## src/rtl/plcr_pkg.sv

```systemverilog
// Package: offsets, field positions, reset values and carrier types of the PHY link register view
package plcr_pkg;

    // ============================================================
    // Register indices and byte addresses
    localparam int unsigned    PLCR_ADDR_W          = 12;
    localparam logic [11:0]    PLCR_IDX_PARTNER     = 12'h056;
    localparam logic [11:0]    PLCR_IDX_CONTROL     = 12'h058;
    localparam logic [11:0]    PLCR_ADDR_PARTNER    = 12'(PLCR_IDX_PARTNER << 2);
    localparam logic [11:0]    PLCR_ADDR_CONTROL    = 12'(PLCR_IDX_CONTROL << 2);

    // ============================================================
    // Partner ability word fields
    localparam int unsigned    PLCR_PA_PAUSE        = 10;
    localparam int unsigned    PLCR_PA_100FD        = 8;
    localparam int unsigned    PLCR_PA_100HD        = 7;
    localparam int unsigned    PLCR_PA_BIT6         = 6;
    localparam int unsigned    PLCR_PA_10HD         = 5;
    localparam logic [4:0]     PLCR_PA_LOW_VALUE    = 5'h01;
    localparam logic [4:0]     PLCR_STATUS_RESET    = 5'h00;

    // ============================================================
    // Port 2 basic control word fields
    localparam int unsigned    PLCR_BC_LOOPBACK     = 14;
    localparam int unsigned    PLCR_BC_FORCE_100    = 13;
    localparam int unsigned    PLCR_BC_AN_ENABLE    = 12;
    localparam int unsigned    PLCR_BC_POWER_DOWN   = 11;
    localparam int unsigned    PLCR_BC_AN_RESTART   = 9;
    localparam int unsigned    PLCR_BC_FULL_DUPLEX  = 8;
    localparam int unsigned    PLCR_BC_ALT_XOVER    = 5;
    localparam int unsigned    PLCR_BC_FORCE_XOVER  = 4;
    localparam int unsigned    PLCR_BC_XOVER_OFF    = 3;
    localparam int unsigned    PLCR_BC_TX_DISABLE   = 1;

    // ============================================================
    // Same fields as seen in port2_control_four
    localparam int unsigned    PLCR_C4_ALT_XOVER    = 15;
    localparam int unsigned    PLCR_C4_TX_DISABLE   = 14;
    localparam int unsigned    PLCR_C4_AN_RESTART   = 13;
    localparam int unsigned    PLCR_C4_POWER_DOWN   = 11;
    localparam int unsigned    PLCR_C4_XOVER_OFF    = 10;
    localparam int unsigned    PLCR_C4_FORCE_XOVER  = 9;
    localparam int unsigned    PLCR_C4_LOOPBACK     = 8;
    localparam int unsigned    PLCR_C4_AN_ENABLE    = 7;
    localparam int unsigned    PLCR_C4_FORCE_100    = 6;
    localparam int unsigned    PLCR_C4_FULL_DUPLEX  = 5;

    // ============================================================
    // Control storage and its value after reset
    typedef struct packed {
        logic loopback;
        logic force_100;
        logic an_enable;
        logic power_down;
        logic an_restart;
        logic full_duplex;
        logic alt_xover;
        logic force_xover;
        logic xover_off;
        logic tx_disable;
    } plcr_ctrl_t;

    localparam plcr_ctrl_t     PLCR_CTRL_RESET      = '{loopback: 1'b0, force_100: 1'b1, an_enable: 1'b1,
                                                        power_down: 1'b0, an_restart: 1'b0, full_duplex: 1'b1,
                                                        alt_xover: 1'b1, force_xover: 1'b0, xover_off: 1'b0,
                                                        tx_disable: 1'b0};

    // Negotiation result reported by the PHY
    typedef struct packed {
        logic an_complete;
        logic an_failed;
        logic speed_100;
        logic full_duplex;
    } plcr_an_t;

    // Operating mode handed to the PHY
    typedef struct packed {
        logic loopback;
        logic speed_100;
        logic full_duplex;
        logic an_enable;
        logic an_restart;
        logic power_down;
        logic alt_xover;
        logic force_xover;
        logic xover_off;
        logic tx_disable;
    } plcr_phy_t;

    localparam plcr_phy_t      PLCR_PHY_RESET       = '{loopback: 1'b0, speed_100: 1'b1, full_duplex: 1'b1,
                                                        an_enable: 1'b1, an_restart: 1'b0, power_down: 1'b0,
                                                        alt_xover: 1'b1, force_xover: 1'b0, xover_off: 1'b0,
                                                        tx_disable: 1'b0};

endpackage

```

## src/rtl/plcr_sync.sv

```systemverilog
// Three-stage synchroniser that passes each bit once its last two stages agree
`timescale 1ns/1ps

module plcr_sync #(
    parameter int unsigned WIDTH = 5,
    parameter logic [WIDTH-1:0] RESET_VALUE = '0
) (
    // Clock and reset
    input  wire logic             clk,
    input  wire logic             rst_n,
    // Asynchronous word and its settled copy
    input  wire logic [WIDTH-1:0] async_in,
    output logic      [WIDTH-1:0] sync_out
);

    logic [WIDTH-1:0] stage1_r;
    logic [WIDTH-1:0] stage2_r;
    logic [WIDTH-1:0] stage3_r;

    initial begin
        if (WIDTH < 1) begin
            $error("plcr_sync: WIDTH must be at least 1");
        end
    end

    // ============================================================
    // Capture chain; stage1 feeds stage2 only
    always_ff @(posedge clk or negedge rst_n) begin
        if (!rst_n) begin
            stage1_r <= RESET_VALUE;
            stage2_r <= RESET_VALUE;
            stage3_r <= RESET_VALUE;
        end else begin
            stage1_r <= async_in;
            stage2_r <= stage1_r;
            stage3_r <= stage2_r;
        end
    end

    // ============================================================
    // Per bit: a change counts once two stages agree, hiding a one-cycle glitch
    for (genvar i = 0; i < WIDTH; i++) begin : g_agree
        always_ff @(posedge clk or negedge rst_n) begin
            if (!rst_n) begin
                sync_out[i] <= RESET_VALUE[i];
            end else if (stage2_r[i] == stage3_r[i]) begin
                sync_out[i] <= stage3_r[i];
            end
        end
    end

endmodule

```

## src/rtl/plcr_regs.sv

```systemverilog
// Register view of the copper port PHYs: Port 1 partner ability and Port 2 basic control over APB
`timescale 1ns/1ps

module plcr_regs #(
    parameter int unsigned STATUS_W = 5
) (
    // Clock and reset
    input  wire logic                     REF_CLK,
    input  wire logic                     RSTN,
    // APB slave
    input  wire logic                     PSEL,
    input  wire logic                     PENABLE,
    input  wire logic                     PWRITE,
    input  wire logic [11:0]              PADDR,
    input  wire logic [31:0]              PWDATA,
    input  wire logic [3:0]               PSTRB,
    output logic                          PREADY,
    output logic      [31:0]              PRDATA,
    output logic                          PSLVERR,
    // Port 1 status from the PHY, asynchronous
    input  wire logic [STATUS_W-1:0]      P1_STATUS_IN,
    // Port 2 negotiation result from the PHY, asynchronous
    input  wire plcr_pkg::plcr_an_t       P2_AN_IN,
    // Writes into port2_control_four, same clock
    input  wire logic                     C4_WRITE,
    input  wire logic [15:0]              C4_WDATA,
    // Port 2 operating mode
    output plcr_pkg::plcr_phy_t           P2_PHY_CTRL,
    // Shared control bits as port2_control_four sees them
    output logic      [15:0]              C4_IMAGE
);

    import plcr_pkg::*;

    initial begin
        if (STATUS_W != 5) begin
            $error("plcr_regs: STATUS_W must be 5");
        end
    end

    // ============================================================
    // Layout checks; aliased or misaligned words would both answer one address
    initial begin
        if (PLCR_ADDR_PARTNER[1:0] != 2'b00 || PLCR_ADDR_CONTROL[1:0] != 2'b00) begin
            $error("plcr_regs: register addresses must be word aligned");
        end
        if (PLCR_ADDR_PARTNER == PLCR_ADDR_CONTROL) begin
            $error("plcr_regs: register addresses must differ");
        end
        if (PLCR_BC_LOOPBACK > 15 || PLCR_C4_ALT_XOVER > 15) begin
            $error("plcr_regs: field positions must fit a 16-bit word");
        end
    end

    // ============================================================
    // Declarations
    logic [STATUS_W-1:0] status_sync;
    plcr_an_t            an_sync;
    logic [STATUS_W-1:0] status_r;
    plcr_ctrl_t          ctrl_r;
    plcr_ctrl_t          ctrl_nxt;
    plcr_phy_t           phy_r;
    plcr_phy_t           phy_nxt;
    logic                restart_pulse_r;
    logic                pready_r;
    logic [31:0]         prdata_r;
    logic                pslverr_r;
    logic [15:0]         c4_image_r;
    logic                setup_phase;
    logic                access_done;
    logic                wr_control;
    logic                restart_req;
    logic [15:0]         wdata_merged;
    logic [1:0]          addr_hit;
    logic [15:0]         partner_word;
    logic [15:0]         control_word;

    // ============================================================
    // Decode used by both the read and the write path
    function automatic logic [1:0] plcr_decode(input logic [11:0] addr);
        logic [1:0] hit;
        hit = 2'b00;
        if (addr == PLCR_ADDR_PARTNER) begin
            hit[0] = 1'b1;
        end
        if (addr == PLCR_ADDR_CONTROL) begin
            hit[1] = 1'b1;
        end
        return hit;
    endfunction

    // Reserved bits read zero here; the self-clearing restart bit reads its stored value
    function automatic logic [15:0] plcr_control_word(input plcr_ctrl_t c);
        logic [15:0] w;
        w                      = 16'h0000;
        w[PLCR_BC_LOOPBACK]    = c.loopback;
        w[PLCR_BC_FORCE_100]   = c.force_100;
        w[PLCR_BC_AN_ENABLE]   = c.an_enable;
        w[PLCR_BC_POWER_DOWN]  = c.power_down;
        w[PLCR_BC_AN_RESTART]  = c.an_restart;
        w[PLCR_BC_FULL_DUPLEX] = c.full_duplex;
        w[PLCR_BC_ALT_XOVER]   = c.alt_xover;
        w[PLCR_BC_FORCE_XOVER] = c.force_xover;
        w[PLCR_BC_XOVER_OFF]   = c.xover_off;
        w[PLCR_BC_TX_DISABLE]  = c.tx_disable;
        return w;
    endfunction

    function automatic logic [15:0] plcr_partner_word(input logic [4:0] s);
        logic [15:0] w;
        w                 = 16'h0000;
        w[PLCR_PA_PAUSE]  = s[4];
        w[PLCR_PA_100FD]  = s[3];
        w[PLCR_PA_100HD]  = s[2];
        w[PLCR_PA_BIT6]   = s[1];
        w[PLCR_PA_10HD]   = s[0];
        w[4:0]            = PLCR_PA_LOW_VALUE;
        return w;
    endfunction

    // ============================================================
    // Input synchronisers
    plcr_sync #(
        .WIDTH       (STATUS_W),
        .RESET_VALUE (PLCR_STATUS_RESET)
    ) u_status_sync (
        .clk      (REF_CLK),
        .rst_n    (RSTN),
        .async_in (P1_STATUS_IN),
        .sync_out (status_sync)
    );

    // Bits settle one by one, so a result changing mid-word may look mixed for a cycle
    plcr_sync #(
        .WIDTH       (4),
        .RESET_VALUE (4'h0)
    ) u_an_sync (
        .clk      (REF_CLK),
        .rst_n    (RSTN),
        .async_in (P2_AN_IN),
        .sync_out (an_sync)
    );

    // ============================================================
    // Partner ability mirror
    always_ff @(posedge REF_CLK or negedge RSTN) begin
        if (!RSTN) begin
            status_r <= PLCR_STATUS_RESET;
        end else begin
            status_r <= status_sync;
        end
    end

    // ============================================================
    // Read images of both words
    assign partner_word = plcr_partner_word(status_r);
    assign control_word = plcr_control_word(ctrl_r);

    // ============================================================
    // APB handshake: one wait-free access phase per transfer
    assign addr_hit    = plcr_decode(PADDR);
    assign setup_phase = PSEL && !PENABLE;
    assign access_done = PSEL && PENABLE && pready_r;
    assign wr_control  = access_done && PWRITE && addr_hit[1];

    always_ff @(posedge REF_CLK or negedge RSTN) begin
        if (!RSTN) begin
            pready_r <= 1'b0;
        end else begin
            pready_r <= setup_phase;
        end
    end

    // Read data and error are settled in the setup cycle so both come from flops
    always_ff @(posedge REF_CLK or negedge RSTN) begin
        if (!RSTN) begin
            prdata_r  <= 32'h0000_0000;
            pslverr_r <= 1'b0;
        end else if (setup_phase) begin
            unique case (addr_hit)
                2'b01: begin
                    prdata_r  <= PWRITE ? 32'h0000_0000 : {16'h0000, partner_word};
                    pslverr_r <= 1'b0;
                end
                2'b10: begin
                    prdata_r  <= PWRITE ? 32'h0000_0000 : {16'h0000, control_word};
                    pslverr_r <= 1'b0;
                end
                default: begin
                    prdata_r  <= 32'h0000_0000;
                    pslverr_r <= 1'b1;
                end
            endcase
        end else if (!PSEL) begin
            prdata_r  <= 32'h0000_0000;
            pslverr_r <= 1'b0;
        end
    end

    // ============================================================
    // Control storage, shared with port2_control_four
    always_comb begin
        wdata_merged = plcr_control_word(ctrl_r);
        if (PSTRB[0]) begin
            wdata_merged[7:0] = PWDATA[7:0];
        end
        if (PSTRB[1]) begin
            wdata_merged[15:8] = PWDATA[15:8];
        end
    end

    // Restart request from either view; the set wins over the self-clear
    assign restart_req = (wr_control && wdata_merged[PLCR_BC_AN_RESTART])
                      || (C4_WRITE && C4_WDATA[PLCR_C4_AN_RESTART]);

    always_comb begin
        ctrl_nxt = ctrl_r;
        if (C4_WRITE) begin
            ctrl_nxt.loopback    = C4_WDATA[PLCR_C4_LOOPBACK];
            ctrl_nxt.force_100   = C4_WDATA[PLCR_C4_FORCE_100];
            ctrl_nxt.an_enable   = C4_WDATA[PLCR_C4_AN_ENABLE];
            ctrl_nxt.power_down  = C4_WDATA[PLCR_C4_POWER_DOWN];
            ctrl_nxt.full_duplex = C4_WDATA[PLCR_C4_FULL_DUPLEX];
            ctrl_nxt.alt_xover   = C4_WDATA[PLCR_C4_ALT_XOVER];
            ctrl_nxt.force_xover = C4_WDATA[PLCR_C4_FORCE_XOVER];
            ctrl_nxt.xover_off   = C4_WDATA[PLCR_C4_XOVER_OFF];
            ctrl_nxt.tx_disable  = C4_WDATA[PLCR_C4_TX_DISABLE];
        end
        // Loopback has no bus path: only the control-four view can set it
        // Bus write wins over a same-cycle write from the other view
        if (wr_control) begin
            ctrl_nxt.force_100   = wdata_merged[PLCR_BC_FORCE_100];
            ctrl_nxt.an_enable   = wdata_merged[PLCR_BC_AN_ENABLE];
            ctrl_nxt.power_down  = wdata_merged[PLCR_BC_POWER_DOWN];
            ctrl_nxt.full_duplex = wdata_merged[PLCR_BC_FULL_DUPLEX];
            ctrl_nxt.alt_xover   = wdata_merged[PLCR_BC_ALT_XOVER];
            ctrl_nxt.force_xover = wdata_merged[PLCR_BC_FORCE_XOVER];
            ctrl_nxt.xover_off   = wdata_merged[PLCR_BC_XOVER_OFF];
            ctrl_nxt.tx_disable  = wdata_merged[PLCR_BC_TX_DISABLE];
        end
        if (restart_req) begin
            ctrl_nxt.an_restart = 1'b1;
        end else if (restart_pulse_r) begin
            ctrl_nxt.an_restart = 1'b0;
        end
    end

    always_ff @(posedge REF_CLK or negedge RSTN) begin
        if (!RSTN) begin
            ctrl_r <= PLCR_CTRL_RESET;
        end else begin
            ctrl_r <= ctrl_nxt;
        end
    end

    // ============================================================
    // Restart pulse: one cycle per request, then the bit clears
    // A request landing on the pulse cycle keeps the bit and earns a second pulse
    always_ff @(posedge REF_CLK or negedge RSTN) begin
        if (!RSTN) begin
            restart_pulse_r <= 1'b0;
        end else begin
            restart_pulse_r <= ctrl_r.an_restart && !restart_pulse_r;
        end
    end

    // ============================================================
    // Operating mode resolution
    // Negotiated values hold while a new negotiation runs, so the link sees no gap
    always_comb begin
        phy_nxt             = PLCR_PHY_RESET;
        phy_nxt.loopback    = ctrl_r.loopback;
        phy_nxt.an_enable   = ctrl_r.an_enable;
        phy_nxt.an_restart  = restart_pulse_r;
        phy_nxt.power_down  = ctrl_r.power_down;
        phy_nxt.alt_xover   = ctrl_r.alt_xover;
        phy_nxt.force_xover = ctrl_r.force_xover;
        phy_nxt.xover_off   = ctrl_r.xover_off;
        phy_nxt.tx_disable  = ctrl_r.tx_disable;
        if (!ctrl_r.an_enable) begin
            phy_nxt.speed_100   = ctrl_r.force_100;
            phy_nxt.full_duplex = ctrl_r.full_duplex;
        end else if (an_sync.an_failed) begin
            // Speed has no documented fallback, so the forced choice is reused
            phy_nxt.speed_100   = ctrl_r.force_100;
            phy_nxt.full_duplex = ctrl_r.full_duplex;
        end else if (an_sync.an_complete) begin
            phy_nxt.speed_100   = an_sync.speed_100;
            phy_nxt.full_duplex = an_sync.full_duplex;
        end else begin
            phy_nxt.speed_100   = phy_r.speed_100;
            phy_nxt.full_duplex = phy_r.full_duplex;
        end
    end

    always_ff @(posedge REF_CLK or negedge RSTN) begin
        if (!RSTN) begin
            phy_r <= PLCR_PHY_RESET;
        end else begin
            phy_r <= phy_nxt;
        end
    end

    // ============================================================
    // Image of the shared bits for the control-four view
    // Fed from the next value so both views change on the same edge; reset clears it to 0, so the first edge after reset moves it alone
    always_ff @(posedge REF_CLK or negedge RSTN) begin
        if (!RSTN) begin
            c4_image_r <= 16'h0000;
        end else begin
            c4_image_r                      <= 16'h0000;
            c4_image_r[PLCR_C4_ALT_XOVER]   <= ctrl_nxt.alt_xover;
            c4_image_r[PLCR_C4_TX_DISABLE]  <= ctrl_nxt.tx_disable;
            c4_image_r[PLCR_C4_AN_RESTART]  <= ctrl_nxt.an_restart;
            c4_image_r[PLCR_C4_POWER_DOWN]  <= ctrl_nxt.power_down;
            c4_image_r[PLCR_C4_XOVER_OFF]   <= ctrl_nxt.xover_off;
            c4_image_r[PLCR_C4_FORCE_XOVER] <= ctrl_nxt.force_xover;
            c4_image_r[PLCR_C4_LOOPBACK]    <= ctrl_nxt.loopback;
            c4_image_r[PLCR_C4_AN_ENABLE]   <= ctrl_nxt.an_enable;
            c4_image_r[PLCR_C4_FORCE_100]   <= ctrl_nxt.force_100;
            c4_image_r[PLCR_C4_FULL_DUPLEX] <= ctrl_nxt.full_duplex;
        end
    end

    // ============================================================
    // Outputs
    assign PREADY      = pready_r;
    assign PRDATA      = prdata_r;
    assign PSLVERR     = pslverr_r;
    assign P2_PHY_CTRL = phy_r;
    assign C4_IMAGE    = c4_image_r;

endmodule

```

## config.mk

```make
export PLATFORM = sky130hd
export DESIGN_NAME = plcr_regs
export DESIGN_NICKNAME = d
export VERILOG_FILES = /design/src/rtl/plcr_pkg.sv /design/src/rtl/plcr_sync.sv /design/src/rtl/plcr_regs.sv
export SDC_FILE = /design/constraint.sdc
export NUM_CORES = 1
export LEC_CHECK = 0
export BUFFER_PORTS_ARGS = -buffer_cell sky130_fd_sc_hd__buf_2
export CAP_MARGIN = 10
export CORE_ASPECT_RATIO = 1.2
export CORE_MARGIN = 10
export CORE_UTILIZATION = 45
export CTS_CLUSTER_SIZE = 16
export DETAILED_ROUTE_END_ITERATION = 10
export PLACE_DENSITY = 0.77
export SLEW_MARGIN = 40
export SYNTH_ARGS = -nofsm -noshare
export SYNTH_HDL_FRONTEND = slang
export SYNTH_HIERARCHICAL = 1
export SYNTH_SLANG_ARGS = --single-unit
```

## constraint.sdc

```tcl
create_clock -name REF_CLK -period 1.9 [get_ports REF_CLK]
set_clock_uncertainty 0.2 [all_clocks]
set_input_delay 0.475 -clock REF_CLK [delete_from_list [all_inputs] [get_ports REF_CLK]]
set_output_delay 0.475 -clock REF_CLK [all_outputs]
set_load 0.05 [all_outputs]
```

==> impl_summary.txt, run 1 <==
----------------------------------------------------
[Worst setup path]
  Reg2reg end ... C4_IMAGE[7]$_DFF_PN0_
  Largest fanout on the critical path ... 7
  Cell count along the critical path ... 9
  Worst Path Class, Setup ... in -> reg
  Number of buffer and inverter stages on the critical path ... 2
  Max stage delay on crit path ... 0.53 ns
  Worst reg2reg setup slack ... 0.56 ns
  Worst setup SP type ... input port
  Critical-path cell list ... buf_6 > or4b_4 > or2_1 > or4_4 > ha_4 > nor4b_4 > and2_4 > buf_6 > a22o_1
  Arrival time reported for the critical path endpoint ... 2.81 ns
  Required time of the critical path ... 1.98 ns
  Reg2Reg Depth ... 4
  Top delay family on crit path ... simple AND/OR/NAND/NOR gates
  Cell seen most often among critical-path stages ... buf_6
  CP endpoint kind ... flop
  R2R Path Start ... PREADY$_DFF_PN0_
  Cell type of the slowest stage on the worst timing path ... or4b_4

[Timing]
  Minimum clock period after layout ... 2.72 ns
  Final-layout worst hold slack ... 0.0240 ns
  Ratio of final minimum period to clock period ... 1.43
  Peak Freq ... 367 MHz
  Final worst slack ... -0.823 ns
  Final number of setup-violating endpoints ... 28
  RSZ-0062 raised after global routing ... true
  Setup TNS Final ... -14.37 ns
  Final hold viol count ... 0
  Final slew viol count ... 0

[Synth]
  Library cell with the highest instance count after synthesis ... dfrtp_1
  Register area share after synthesis ... 0.649
  Seq cells post-synth ... 82
  Fraction of registers with async set or reset after synthesis ... 1.00
  Most frequent cells after synthesis ... dfrtp_1 (74), buf_4 (31), nand2_1 (12)
  Number of flops mapped to enable cells by yosys ... 0
  Mean area per synthesized cell ... 13.8 um^2
  Largest cells by area after synthesis ... dfrtp_1 (58%), buf_4 (7.3%), dfstp_2 (6.6%)
  Synthesized netlist cell count ... 231
  Post-synth top area share ... 0.583
  Number of warning messages in the yosys log ... 6
  Summed instance area of the synthesized netlist ... 0.00318 mm^2
  Cell accounting for the most synthesized area ... dfrtp_1
  Unique cell type count in the Yosys netlist ... 37
  Leading register cell type out of synthesis ... dfrtp_1

[Floorplanning]
  Effective utilization at floorplan ... 0.463
  Floorplan Core Area ... 0.00685 mm^2
  Height of the chip ... 112 um
  Row count ... 33
  Width of the die ... 96.7 um
  Io pins ... 139
  Die area ... 0.0108 mm^2

[Placed design]
  Detailed placement HPWL ... 5.06 mm
  RePlAce Congestion ... 0.799
  Total of buffers placed on input and output ports ... 83
  Number of placed instances, taps included ... 393

[Routing]
  Starting DRC count in detailed routing ... 105
  DRC errors left ... 0
  Detail Route Antenna Nets ... 0
  DR WL/cell ... 17.1 um
  Mean number of vias per cell ... 4.94
  Total detailed-routing wirelength ... 7.17 mm
  Detailed-route via count ... 2,069
  First-pass iteration count of the detailed router ... 5

[Finish]
  Fill cells ... 577
  Area grow syn2layout ... 25.1%
  Final cell utilization of the core ... 0.580
  Antenna cell count ... 0
  Final nets ... 408
  Fin cells ... 419
  Share of cells above drive strength 1 ... 0.470

[Global routing]
  Congestion Overflow GR ... 0
  Largest net degree at the start of global routing ... 34
  Number of global-route vias before repair ... 2,210
  Initial antenna violation count ... 0
  Global-route total usage across every layer ... 0.126
  First-pass GRT wire length ... 11.2 mm

[Clock tree]
  Maximum clock path buffer count ... 2
  Number of sinks driven by the clock tree ... 82
  Clock-pin transition on the worst setup and hold timing paths ... 0.08 ns
  Buffer type at the clock tree root ... clkbuf_8
  TritonCTS clock tree ... yes
  Latest clock arrival within the worst-skew pair ... 0.35 ns
  Num CTS Buffers ... 9
  Level count of the clock H-tree ... 3

[Power and ir drop]
  Cell leakage power ... 2.00 nW
  IR Drop Worst-Case VDD ... 563 uV
  Power density of the placed cells ... 927 mW/mm^2

[Worst hold path]
  Hold Path Class ... in -> reg
  Hold Crit Depth ... 1
  Hold-critical path endpoint ... u_status_sync/stage1_r[4]$_DFF_PN0_
  Startpoint of the worst hold path ... P1_STATUS_IN[4]

[Outcome]
  Failing checks ... negative setup slack
  Outcome ... finished, violations left

[Job]
  Max Cap Violations ... 0

----------------------------------------------------
## sequential cells by signal, summed over array words and instances (netlist names), 5 cells and up
| register | count |
|---|---|
| C4_IMAGE | 10 |
| P2_PHY_CTRL | 10 |
| PRDATA | 14 |
| status_r | 5 |
| u_status_sync/stage1_r | 5 |
| u_status_sync/stage2_r | 5 |
| u_status_sync/stage3_r | 5 |
| u_status_sync/sync_out | 5 |
## logic make-up (layout without fill, tap and decap cells)
| family | after synthesis | after routing | share of synthesized area |
|---|---|---|---|
| compound gates | 26 | 26 | 0.0729 |
| fa+ha+maj | 11 | 11 | 0.0398 |
| buf+inv | 45 | 123 | 0.0953 |
| flops | 82 | 82 | 0.649 |
| mux | 5 | 5 | 0.0161 |
| other cells | 1 | 24 | 0.00118 |
| simple gates | 61 | 61 | 0.126 |
## power breakdown
group / internal (mW) / leakage, nW / switching [mW]
clock: 0.508 / 0.0834 / 0.579
combinational: 0.169 / 0.927 / 0.460
sequential: 1.89 / 0.989 / 0.0774
total: 2.57 / 2.00 / 1.12
## per-layer routing
layer,global-route usage,up-vias,wire length [um]
met5,0,-,0
met4,0.0631,0,195
met3,0.0454,16,505
met2,0.195,90,3530
met1,0.152,1011,2940
li1,-,952,-
## metrics by stage
stage	cell area, um^2	setup slack [ns]	power [mW]
floorplan	3290	-1.14	2.48
global placement	3630	-1.22	2.61
detailed placement	3630	-1.30	2.62
CTS	3850	-0.823	3.72
global route	3980	-0.882	3.85
finish	3980	-0.823	3.69
## area by class of cell
class	count	area [um^2]	area share
clock inverter	3	17.5	0.00441
sequential	82	2060	0.519
inverter	4	15.0	0.00378
multi-input combinational	127	957	0.241
clock buffer	13	149	0.0375
tap	87	109	0.0274
timing repair buffer	103	666	0.167
## how the worst max path moves through the flow
stage / slack [ns] / start / endpoint
finish: -0.82 / PADDR[9] / PRDATA[9]$_DFFE_PN0P_
global route: -0.88 / PADDR[9] / PRDATA[4]$_DFFE_PN0P_
CTS: -0.82 / PADDR[9] / PRDATA[5]$_DFFE_PN0P_
detailed placement: -1.30 / PADDR[9] / PRDATA[9]$_DFFE_PN0P_
global placement: -1.22 / PADDR[9] / PRDATA[9]$_DFFE_PN0P_
floorplan: -1.14 / PADDR[9] / PRDATA[5]$_DFFE_PN0P_
## what timing repair did
action / in CTS / in global routing
hold buffers: 1 / 0
endpoints found under the hold margin: 27 / 0
setup buffers: 2 / 4
resized for setup: 7 / 17
pin swaps: 3 / 14
endpoints found under the setup margin: 28 / 28
cloned: 0 / 3
## layout by cell type (no fill, tap or decap), types with 7 or more instances in the layout
| cell type | instances |
|---|---|
| nand4b_1 | 8 |
| dfrtp_1 | 74 |
| clkbuf_8 | 10 |
| conb_1 | 24 |
| a22o_2 | 7 |
| nand4_1 | 8 |
| nand2_1 | 11 |
| nand2b_1 | 9 |
| buf_2 | 81 |
| dfstp_2 | 8 |
| buf_6 | 8 |
| buf_4 | 8 |
| maj3_2 | 9 |
| a22o_1 | 10 |
Power figures use the tool's default switching activity.
==> inputs of run 2 (changes only) <==
--- a/config.mk
+++ b/config.mk
@@ -16,5 +16,4 @@
 export SLEW_MARGIN = 40
 export SYNTH_ARGS = -nofsm -noshare
 export SYNTH_HDL_FRONTEND = slang
-export SYNTH_HIERARCHICAL = 1
 export SYNTH_SLANG_ARGS = --single-unit
==> impl_summary.txt, run 2 <==
----------------------------------------------------
[Power and ir drop]
  Cell leakage power ... 2.04 nW (was 2.00 nW)
  Switching power as a share of total power ... 0.297 (was 0.303)
  Switching power of the nets ... 1.15 mW (was 1.12 mW)
  Power density of the placed cells ... 942 mW/mm^2 (was 927 mW/mm^2)
  Fraction of power consumed by the clock network ... 0.324 (was 0.295)
  IR Drop Worst-Case VDD ... 762 uV (was 563 uV)
  Register share of total power ... 0.512 (was 0.534)
  Internal Power ... 2.71 mW (was 2.57 mW)
  Portion of total power attributed to combinational logic ... 0.164 (was 0.171)

[Worst setup path]
  Required time of the critical path ... 1.99 ns (was 1.98 ns)
  Critical-path cell list ... buf_6 > or4b_4 > or2_1 > or4_4 > ha_4 > nor4b_4 > and2_4 > buf_6 > a22o_1 (unchanged)
  Number of buffer and inverter stages on the critical path ... 2 (unchanged)
  Worst Path Class, Setup ... in -> reg (unchanged)
  Cell type of the slowest stage on the worst timing path ... or4_4 (was or4b_4)
  Arrival time reported for the critical path endpoint ... 2.83 ns (was 2.81 ns)
  Top delay family on crit path ... simple AND/OR/NAND/NOR gates (unchanged)
  CP endpoint kind ... flop (unchanged)
  Worst setup SP type ... input port (unchanged)
  Cell seen most often among critical-path stages ... buf_6 (unchanged)
  Largest fanout on the critical path ... 7 (unchanged)
  Max stage delay on crit path ... 0.54 ns (was 0.53 ns)

[Routing]
  Detailed-route via count ... 2,101 (was 2,069)
  DR WL/cell ... 17.9 um (was 17.1 um)
  Total detailed-routing wirelength ... 7.53 mm (was 7.17 mm)
  Starting DRC count in detailed routing ... 71 (was 105)
  Detail Route Antenna Nets ... 0 (unchanged)
  First-pass iteration count of the detailed router ... 4 (was 5)
  Mean number of vias per cell ... 4.99 (was 4.94)
  DRC errors left ... 0 (unchanged)

[Job]
  Max Cap Violations ... 0 (unchanged)

[Clock tree]
  Buffer type at the clock tree root ... clkbuf_8 (unchanged)
  Clock-pin transition on the worst setup and hold timing paths ... 0.09 ns (was 0.08 ns)
  Number of sinks driven by the clock tree ... 82 (unchanged)
  Num CTS Buffers ... 9 (unchanged)
  Latest clock arrival within the worst-skew pair ... 0.35 ns (about the same)
  TritonCTS clock tree ... yes (unchanged)
  Level count of the clock H-tree ... 3 (unchanged)
  Maximum clock path buffer count ... 2 (unchanged)

[Synth]
  Summed instance area of the synthesized netlist ... 0.00317 mm^2 (was 0.00318 mm^2)
  Leading register cell type out of synthesis ... dfrtp_1 (unchanged)
  Largest cells by area after synthesis ... dfrtp_1 (58%), buf_4 (7.4%), dfstp_2 (6.6%) (was dfrtp_1 (58%), buf_4 (7.3%), dfstp_2 (6.6%))
  Library cell with the highest instance count after synthesis ... dfrtp_1 (unchanged)
  Fraction of registers with async set or reset after synthesis ... 1.00 (unchanged)
  Number of flops mapped to enable cells by yosys ... 0 (unchanged)
  Mean area per synthesized cell ... 13.7 um^2 (was 13.8 um^2)
  Synthesized netlist cell count ... 231 (unchanged)
  Post-synth top area share ... 0.585 (was 0.583)
  Register area share after synthesis ... 0.651 (was 0.649)
  Unique cell type count in the Yosys netlist ... 37 (unchanged)
  Most frequent cells after synthesis ... dfrtp_1 (74), buf_4 (31), nand2_1 (12) (unchanged)
  Number of warning messages in the yosys log ... 0 (was 6)
  Seq cells post-synth ... 82 (unchanged)
  Cell accounting for the most synthesized area ... dfrtp_1 (unchanged)

[Finish]
  Share of cells above drive strength 1 ... 0.446 (was 0.470)
  Final nets ... 410 (was 408)
  Most frequent cells in the layout ... buf_2 (81), dfrtp_1 (74), conb_1 (24), nand2_1 (12), buf_6 (11) (was buf_2 (81), dfrtp_1 (74), conb_1 (24), nand2_1 (11))
  Final cell utilization of the core ... 0.597 (was 0.580)
  Most frequent standard cell in the layout excluding fill and tap cells ... buf_2 (unchanged)
  Max FFs per register ... 14 (unchanged)
  Area grow syn2layout ... 29.2% (was 25.1%)
  Antenna cell count ... 0 (unchanged)

[Timing]
  Minimum clock period after layout ... 2.74 ns (was 2.72 ns)
  Peak Freq ... 365 MHz (was 367 MHz)
  RSZ-0062 raised after global routing ... true (unchanged)
  Final hold viol count ... 0 (unchanged)
  Final number of setup-violating endpoints ... 28 (unchanged)
  Final slew viol count ... 0 (unchanged)
  Final worst slack ... -0.839 ns (was -0.823 ns)
  Ratio of final minimum period to clock period ... 1.44 (was 1.43)

[Global routing]
  Number of global-route vias before repair ... 2,286 (was 2,210)
  Initial antenna violation count ... 0 (unchanged)
  Largest net degree at the start of global routing ... 83 (was 34)
  First-pass GRT wire length ... 11.6 mm (was 11.2 mm)
  Congestion Overflow GR ... 0 (unchanged)
  Global-route total usage across every layer ... 0.138 (was 0.126)

[Placed design]
  Detailed placement HPWL ... 4.94 mm (was 5.06 mm)
  Total of buffers placed on input and output ports ... 83 (unchanged)
  Post-Place Worst Slack ... -1.27 ns (was -1.30 ns)
  RePlAce Congestion ... 0.760 (was 0.799)

[Floorplanning]
  Io pins ... 139 (unchanged)
  Row count ... 33 (unchanged)
  Floorplan Core Area ... 0.00685 mm^2 (unchanged)
  Width of the die ... 96.6 um (was 96.7 um)
  Die area ... 0.0108 mm^2 (about the same)
  Height of the chip ... 112 um (about the same)
  Effective utilization at floorplan ... 0.462 (was 0.463)

[Worst hold path]
  Hold Path Class ... in -> reg (unchanged)

[Outcome]
  Outcome ... finished, violations left (unchanged)
  Failing checks ... negative setup slack (unchanged)

----------------------------------------------------
==> run 2: logic make-up after synthesis <==
group | Yosys count | share of synthesized area
muxes | 5 | 0.0162
buffers and inverters | 45 | 0.0956
adders and majority gates | 11 | 0.0364
DFF | 82 | 0.651
AOI/OAI and AO/OA | 26 | 0.0731
and+or+nand+nor | 61 | 0.126
other | 1 | 0.00118
==> run 2: worst reg2reg max path: stages (launching register included) <==
cell	delay (ns)
dfrtp_1	0.38
and3_1	0.19
buf_12	0.17
a22o_4	0.27
nand3_2	0.08
==> run 2: worst paths after layout <==
kind	from	to	slack (ns)	cells after the start
min	P1_STATUS_IN[2]	u_status_sync.stage1_r[2]$_DFF_PN0_	0.03	1
min reg2reg	u_status_sync.stage1_r[3]$_DFF_PN0_	u_status_sync.stage2_r[3]$_DFF_PN0_	0.15	0
max reg2reg	PREADY$_DFF_PN0_	C4_IMAGE[7]$_DFF_PN0_	0.54	4
max in group asynchronous	RSTN	P2_PHY_CTRL[3]$_DFF_PN1_	0.64	3
max	PADDR[9]	PRDATA[3]$_DFFE_PN0P_	-0.84	9
min in group asynchronous	RSTN	u_an_sync.stage1_r[2]$_DFF_PN0_	0.49	3
==> run 2: per-stage QoR <==
stage               power [mW]  instances  instance area [um^2]  hold WS [ns]  TNS (ns)
CTS                       3.87        417                  3970        0.0154    -14.01
finish                    3.85        421                  4090        0.0328    -19.27
global placement          2.60        392                  3600         0.131    -24.72
global route              4.02        421                  4090       0.00239    -20.62
floorplan                 2.47        254                  3280       -0.0206    -17.12
detailed placement        2.62        392                  3600         0.135    -26.29
==> run 2: cell type report <==
| cell class | count | area, um^2 |
|---|---|---|
| Clock inverter | 4 | 51.3 |
| Clock buffer | 12 | 145 |
| Fill cell | 547 | 2770 |
| Sequential cell | 82 | 2060 |
| Inverter | 4 | 15.0 |
| Timing Repair Buffer | 105 | 709 |
| Tap cell | 87 | 109 |
| Multi-Input combinational cell | 127 | 997 |
==> run 2: power by group through the flow <==
stage | registers (mW) | logic, mW | clock network [mW]
global placement | 2.00 | 0.598 | 0
CTS | 1.98 | 0.614 | 1.28
detailed placement | 2.01 | 0.608 | 0
finish | 1.97 | 0.630 | 1.25
global route | 1.99 | 0.668 | 1.36
floorplan | 2.13 | 0.349 | 0
==> run 2: routing by layer <==
layer,share of wire,GRT usage,wire (um)
met1,0.38,0.159,2830
met5,0,0,0
met2,0.52,0.228,3910
met3,0.094,0.0511,705
met4,0.011,0.0456,81
==> run 2: repair_timing <==
item	CTS	global route
gates cloned	3	0
hold buffers	1	0
pin swaps	4	8
hold endpoints to repair	74	0
endpoints found under the setup margin	28	28
setup buffers	5	7
resized for setup	14	22
==> inputs of run 3 (changes only) <==
--- a/config.mk
+++ b/config.mk
@@ -8,7 +8,6 @@
 export BUFFER_PORTS_ARGS = -buffer_cell sky130_fd_sc_hd__buf_2
 export CAP_MARGIN = 10
 export CORE_ASPECT_RATIO = 1.2
-export CORE_MARGIN = 10
 export CORE_UTILIZATION = 45
 export CTS_CLUSTER_SIZE = 16
 export DETAILED_ROUTE_END_ITERATION = 10
==> impl_summary.txt, run 3 (same netlist as run 2, synthesis figures left out) <==
----------------------------------------------------
[Global routing]
  Number of global-route vias before repair ... 1,945 (was 2,286)
  First-pass GRT wire length ... 9.56 mm (was 11.6 mm)
  Largest net degree at the start of global routing ... 30 (was 83)
  Congestion Overflow GR ... 0 (unchanged)
  Initial antenna violation count ... 0 (unchanged)
  Global-route total usage across every layer ... 0.177 (was 0.138)

[Worst setup path]
  Number of buffer and inverter stages on the critical path ... 2 (unchanged)
  R2R Path Start ... PREADY$_DFF_PN0_ (unchanged)
  Worst reg2reg setup slack ... 0.56 ns (was 0.54 ns)
  Critical-path cell list ... buf_6 > or4b_4 > or2_1 > or4_4 > ha_4 > nor4b_4 > and2_4 > buf_6 > a22o_1 (unchanged)
  Cell count along the critical path ... 9 (unchanged)
  Top delay family on crit path ... simple AND/OR/NAND/NOR gates (unchanged)
  Worst setup SP type ... input port (unchanged)
  Cell seen most often among critical-path stages ... buf_6 (unchanged)
  Max stage delay on crit path ... 0.53 ns (was 0.54 ns)
  Arrival time reported for the critical path endpoint ... 2.77 ns (was 2.83 ns)
  Required time of the critical path ... 1.99 ns (about the same)
  Reg2Reg Depth ... 4 (unchanged)
  Reg2reg end ... control_word[13]$_DFF_PN1_ (was C4_IMAGE[7]$_DFF_PN0_)
  Worst setup path start ... PADDR[9] (unchanged)
  Worst Path Class, Setup ... in -> reg (unchanged)
  Cell type of the slowest stage on the worst timing path ... or4_4 (unchanged)
  CP endpoint kind ... flop (unchanged)
  Critical path capture point ... PRDATA[11]$_DFFE_PN0P_ (was PRDATA[3]$_DFFE_PN0P_)
  Largest fanout on the critical path ... 7 (unchanged)

[Timing]
  Final slew viol count ... 0 (unchanged)
  Final worst slack ... -0.788 ns (was -0.839 ns)
  Setup TNS Final ... -15.68 ns (was -19.27 ns)
  Minimum clock period after layout ... 2.69 ns (was 2.74 ns)
  Ratio of final minimum period to clock period ... 1.41 (was 1.44)
  Final number of setup-violating endpoints ... 28 (unchanged)
  Peak Freq ... 372 MHz (was 365 MHz)
  RSZ-0062 raised after global routing ... true (unchanged)
  Final hold viol count ... 0 (unchanged)

[Finish]
  Fin cells ... 415 (was 421)
  Antenna cell count ... 0 (unchanged)
  Max FFs per register ... 14 (unchanged)
  Most frequent standard cell in the layout excluding fill and tap cells ... buf_2 (unchanged)
  Most frequent cells in the layout ... buf_2 (81), dfrtp_1 (74), conb_1 (24), nand2_1 (12), a22o_1 (10) (was buf_2 (81), dfrtp_1 (74), conb_1 (24), nand2_1 (12), buf_6 (11))
  Area grow syn2layout ... 27.8% (was 29.2%)
  Share of cells above drive strength 1 ... 0.442 (was 0.446)
  Final nets ... 404 (was 410)
  Final non-filler cell area ... 0.00405 mm^2 (was 0.00409 mm^2)

[Clock tree]
  Number of sinks driven by the clock tree ... 82 (unchanged)
  Clock-pin transition on the worst setup and hold timing paths ... 0.09 ns (about the same)
  Num CTS Buffers ... 9 (unchanged)
  TritonCTS clock tree ... yes (unchanged)
  Buffer type at the clock tree root ... clkbuf_8 (unchanged)
  Latest clock arrival within the worst-skew pair ... 0.35 ns (about the same)
  Level count of the clock H-tree ... 3 (unchanged)
  Maximum clock path buffer count ... 2 (unchanged)

[Floorplanning]
  Die area ... 0.00738 mm^2 (was 0.0108 mm^2)
  Effective utilization at floorplan ... 0.465 (was 0.462)
  Row count ... 33 (unchanged)
  Height of the chip ... 93.9 um (was 112 um)
  Io pins ... 139 (unchanged)
  Floorplan Core Area ... 0.00681 mm^2 (was 0.00685 mm^2)
  Width of the die ... 78.6 um (was 96.6 um)

[Placed design]
  RePlAce Congestion ... 0.784 (was 0.760)
  Number of placed instances, taps included ... 393 (was 392)
  Detailed placement HPWL ... 4.16 mm (was 4.94 mm)
  Total of buffers placed on input and output ports ... 83 (unchanged)
  Area of placed instances ... 0.00362 mm^2 (was 0.00360 mm^2)

[Routing]
  Detailed-route via count ... 2,069 (was 2,101)
  Starting DRC count in detailed routing ... 74 (was 71)
  Mean number of vias per cell ... 4.99 (about the same)
  Detail Route Antenna Nets ... 0 (unchanged)
  DRC errors left ... 0 (unchanged)
  Total detailed-routing wirelength ... 6.22 mm (was 7.53 mm)
  DR WL/cell ... 15.0 um (was 17.9 um)
  First-pass iteration count of the detailed router ... 4 (unchanged)

[Power and ir drop]
  Cell leakage power ... 2.01 nW (was 2.04 nW)
  IR Drop Worst-Case VDD ... 754 uV (was 762 uV)
  Total design power ... 3.84 mW (was 3.85 mW)
  Power density of the placed cells ... 950 mW/mm^2 (was 942 mW/mm^2)

[Outcome]
  Outcome ... finished, violations left (unchanged)
  Failing checks ... negative setup slack (unchanged)

[Job]
  Max Cap Violations ... 0 (unchanged)

[Worst hold path]
  Hold Path Class ... in -> reg (unchanged)
  Hold Crit Depth ... 1 (unchanged)

----------------------------------------------------
[run 3: worst min-delay path by stage]
stage,slack (ns),to,start
after floorplan,-0.02,C4_IMAGE[10]$_DFFE_PN0P_,RSTN
after global placement,0.13,u_status_sync.stage2_r[1]$_DFF_PN0_,u_status_sync.stage1_r[1]$_DFF_PN0_
after detailed placement,0.14,u_an_sync.stage2_r[2]$_DFF_PN0_,u_an_sync.stage1_r[2]$_DFF_PN0_
after CTS,0.007,u_an_sync.stage1_r[2]$_DFF_PN0_,P2_AN_IN[2]
after global routing,0.003,u_an_sync.stage1_r[3]$_DFF_PN0_,P2_AN_IN[3]
final,0.02,u_an_sync.stage1_r[1]$_DFF_PN0_,P2_AN_IN[1]
[run 3: layer usage]
metal  wire length (um)  vias to the layer above  GRT usage
met4                148                        0     0.0926
met1               2550                     1024      0.207
li1                   -                      948          -
met5                  0                        -          0
met3                380                       14     0.0476
met2               3150                       83      0.296
[run 3: cell type report]
cell class	count	area, um^2
Timing Repair Buffer	99	669
Sequential cell	82	2060
Multi-Input combinational cell	127	988
Tap cell	87	109
Inverter	4	15.0
Fill cell	548	2770
Clock buffer	9	124
Clock inverter	7	77.6
[run 3: what timing repair did]
action | CTS | global route
pin swaps | 7 | 8
resized for setup | 22 | 5
hold endpoints to repair | 26 | 0
hold buffers | 1 | 0
gates cloned | 2 | 1
buffers inserted | 3 | 1
setup endpoints to repair | 28 | 28
[run 3: where the power goes]
group / switching [mW] / internal (mW) / leakage [nW]
registers: 0.0788 / 1.89 / 0.989
logic: 0.456 / 0.172 / 0.916
clock network: 0.628 / 0.615 / 0.0998
total: 1.16 / 2.68 / 2.01
[run 3: through the flow]
| step | hold WS (ns) | utilization | worst slack (ns) |
|---|---|---|---|
| final | 0.0207 | 0.594 | -0.788 |
| after global routing | 0.00331 | 0.594 | -0.853 |
| after CTS | 0.00657 | 0.588 | -0.757 |
| after detailed placement | 0.136 | 0.531 | -1.31 |
| after global placement | 0.132 | 0.531 | -1.25 |
| after floorplan | -0.0206 | - | -1.14 |
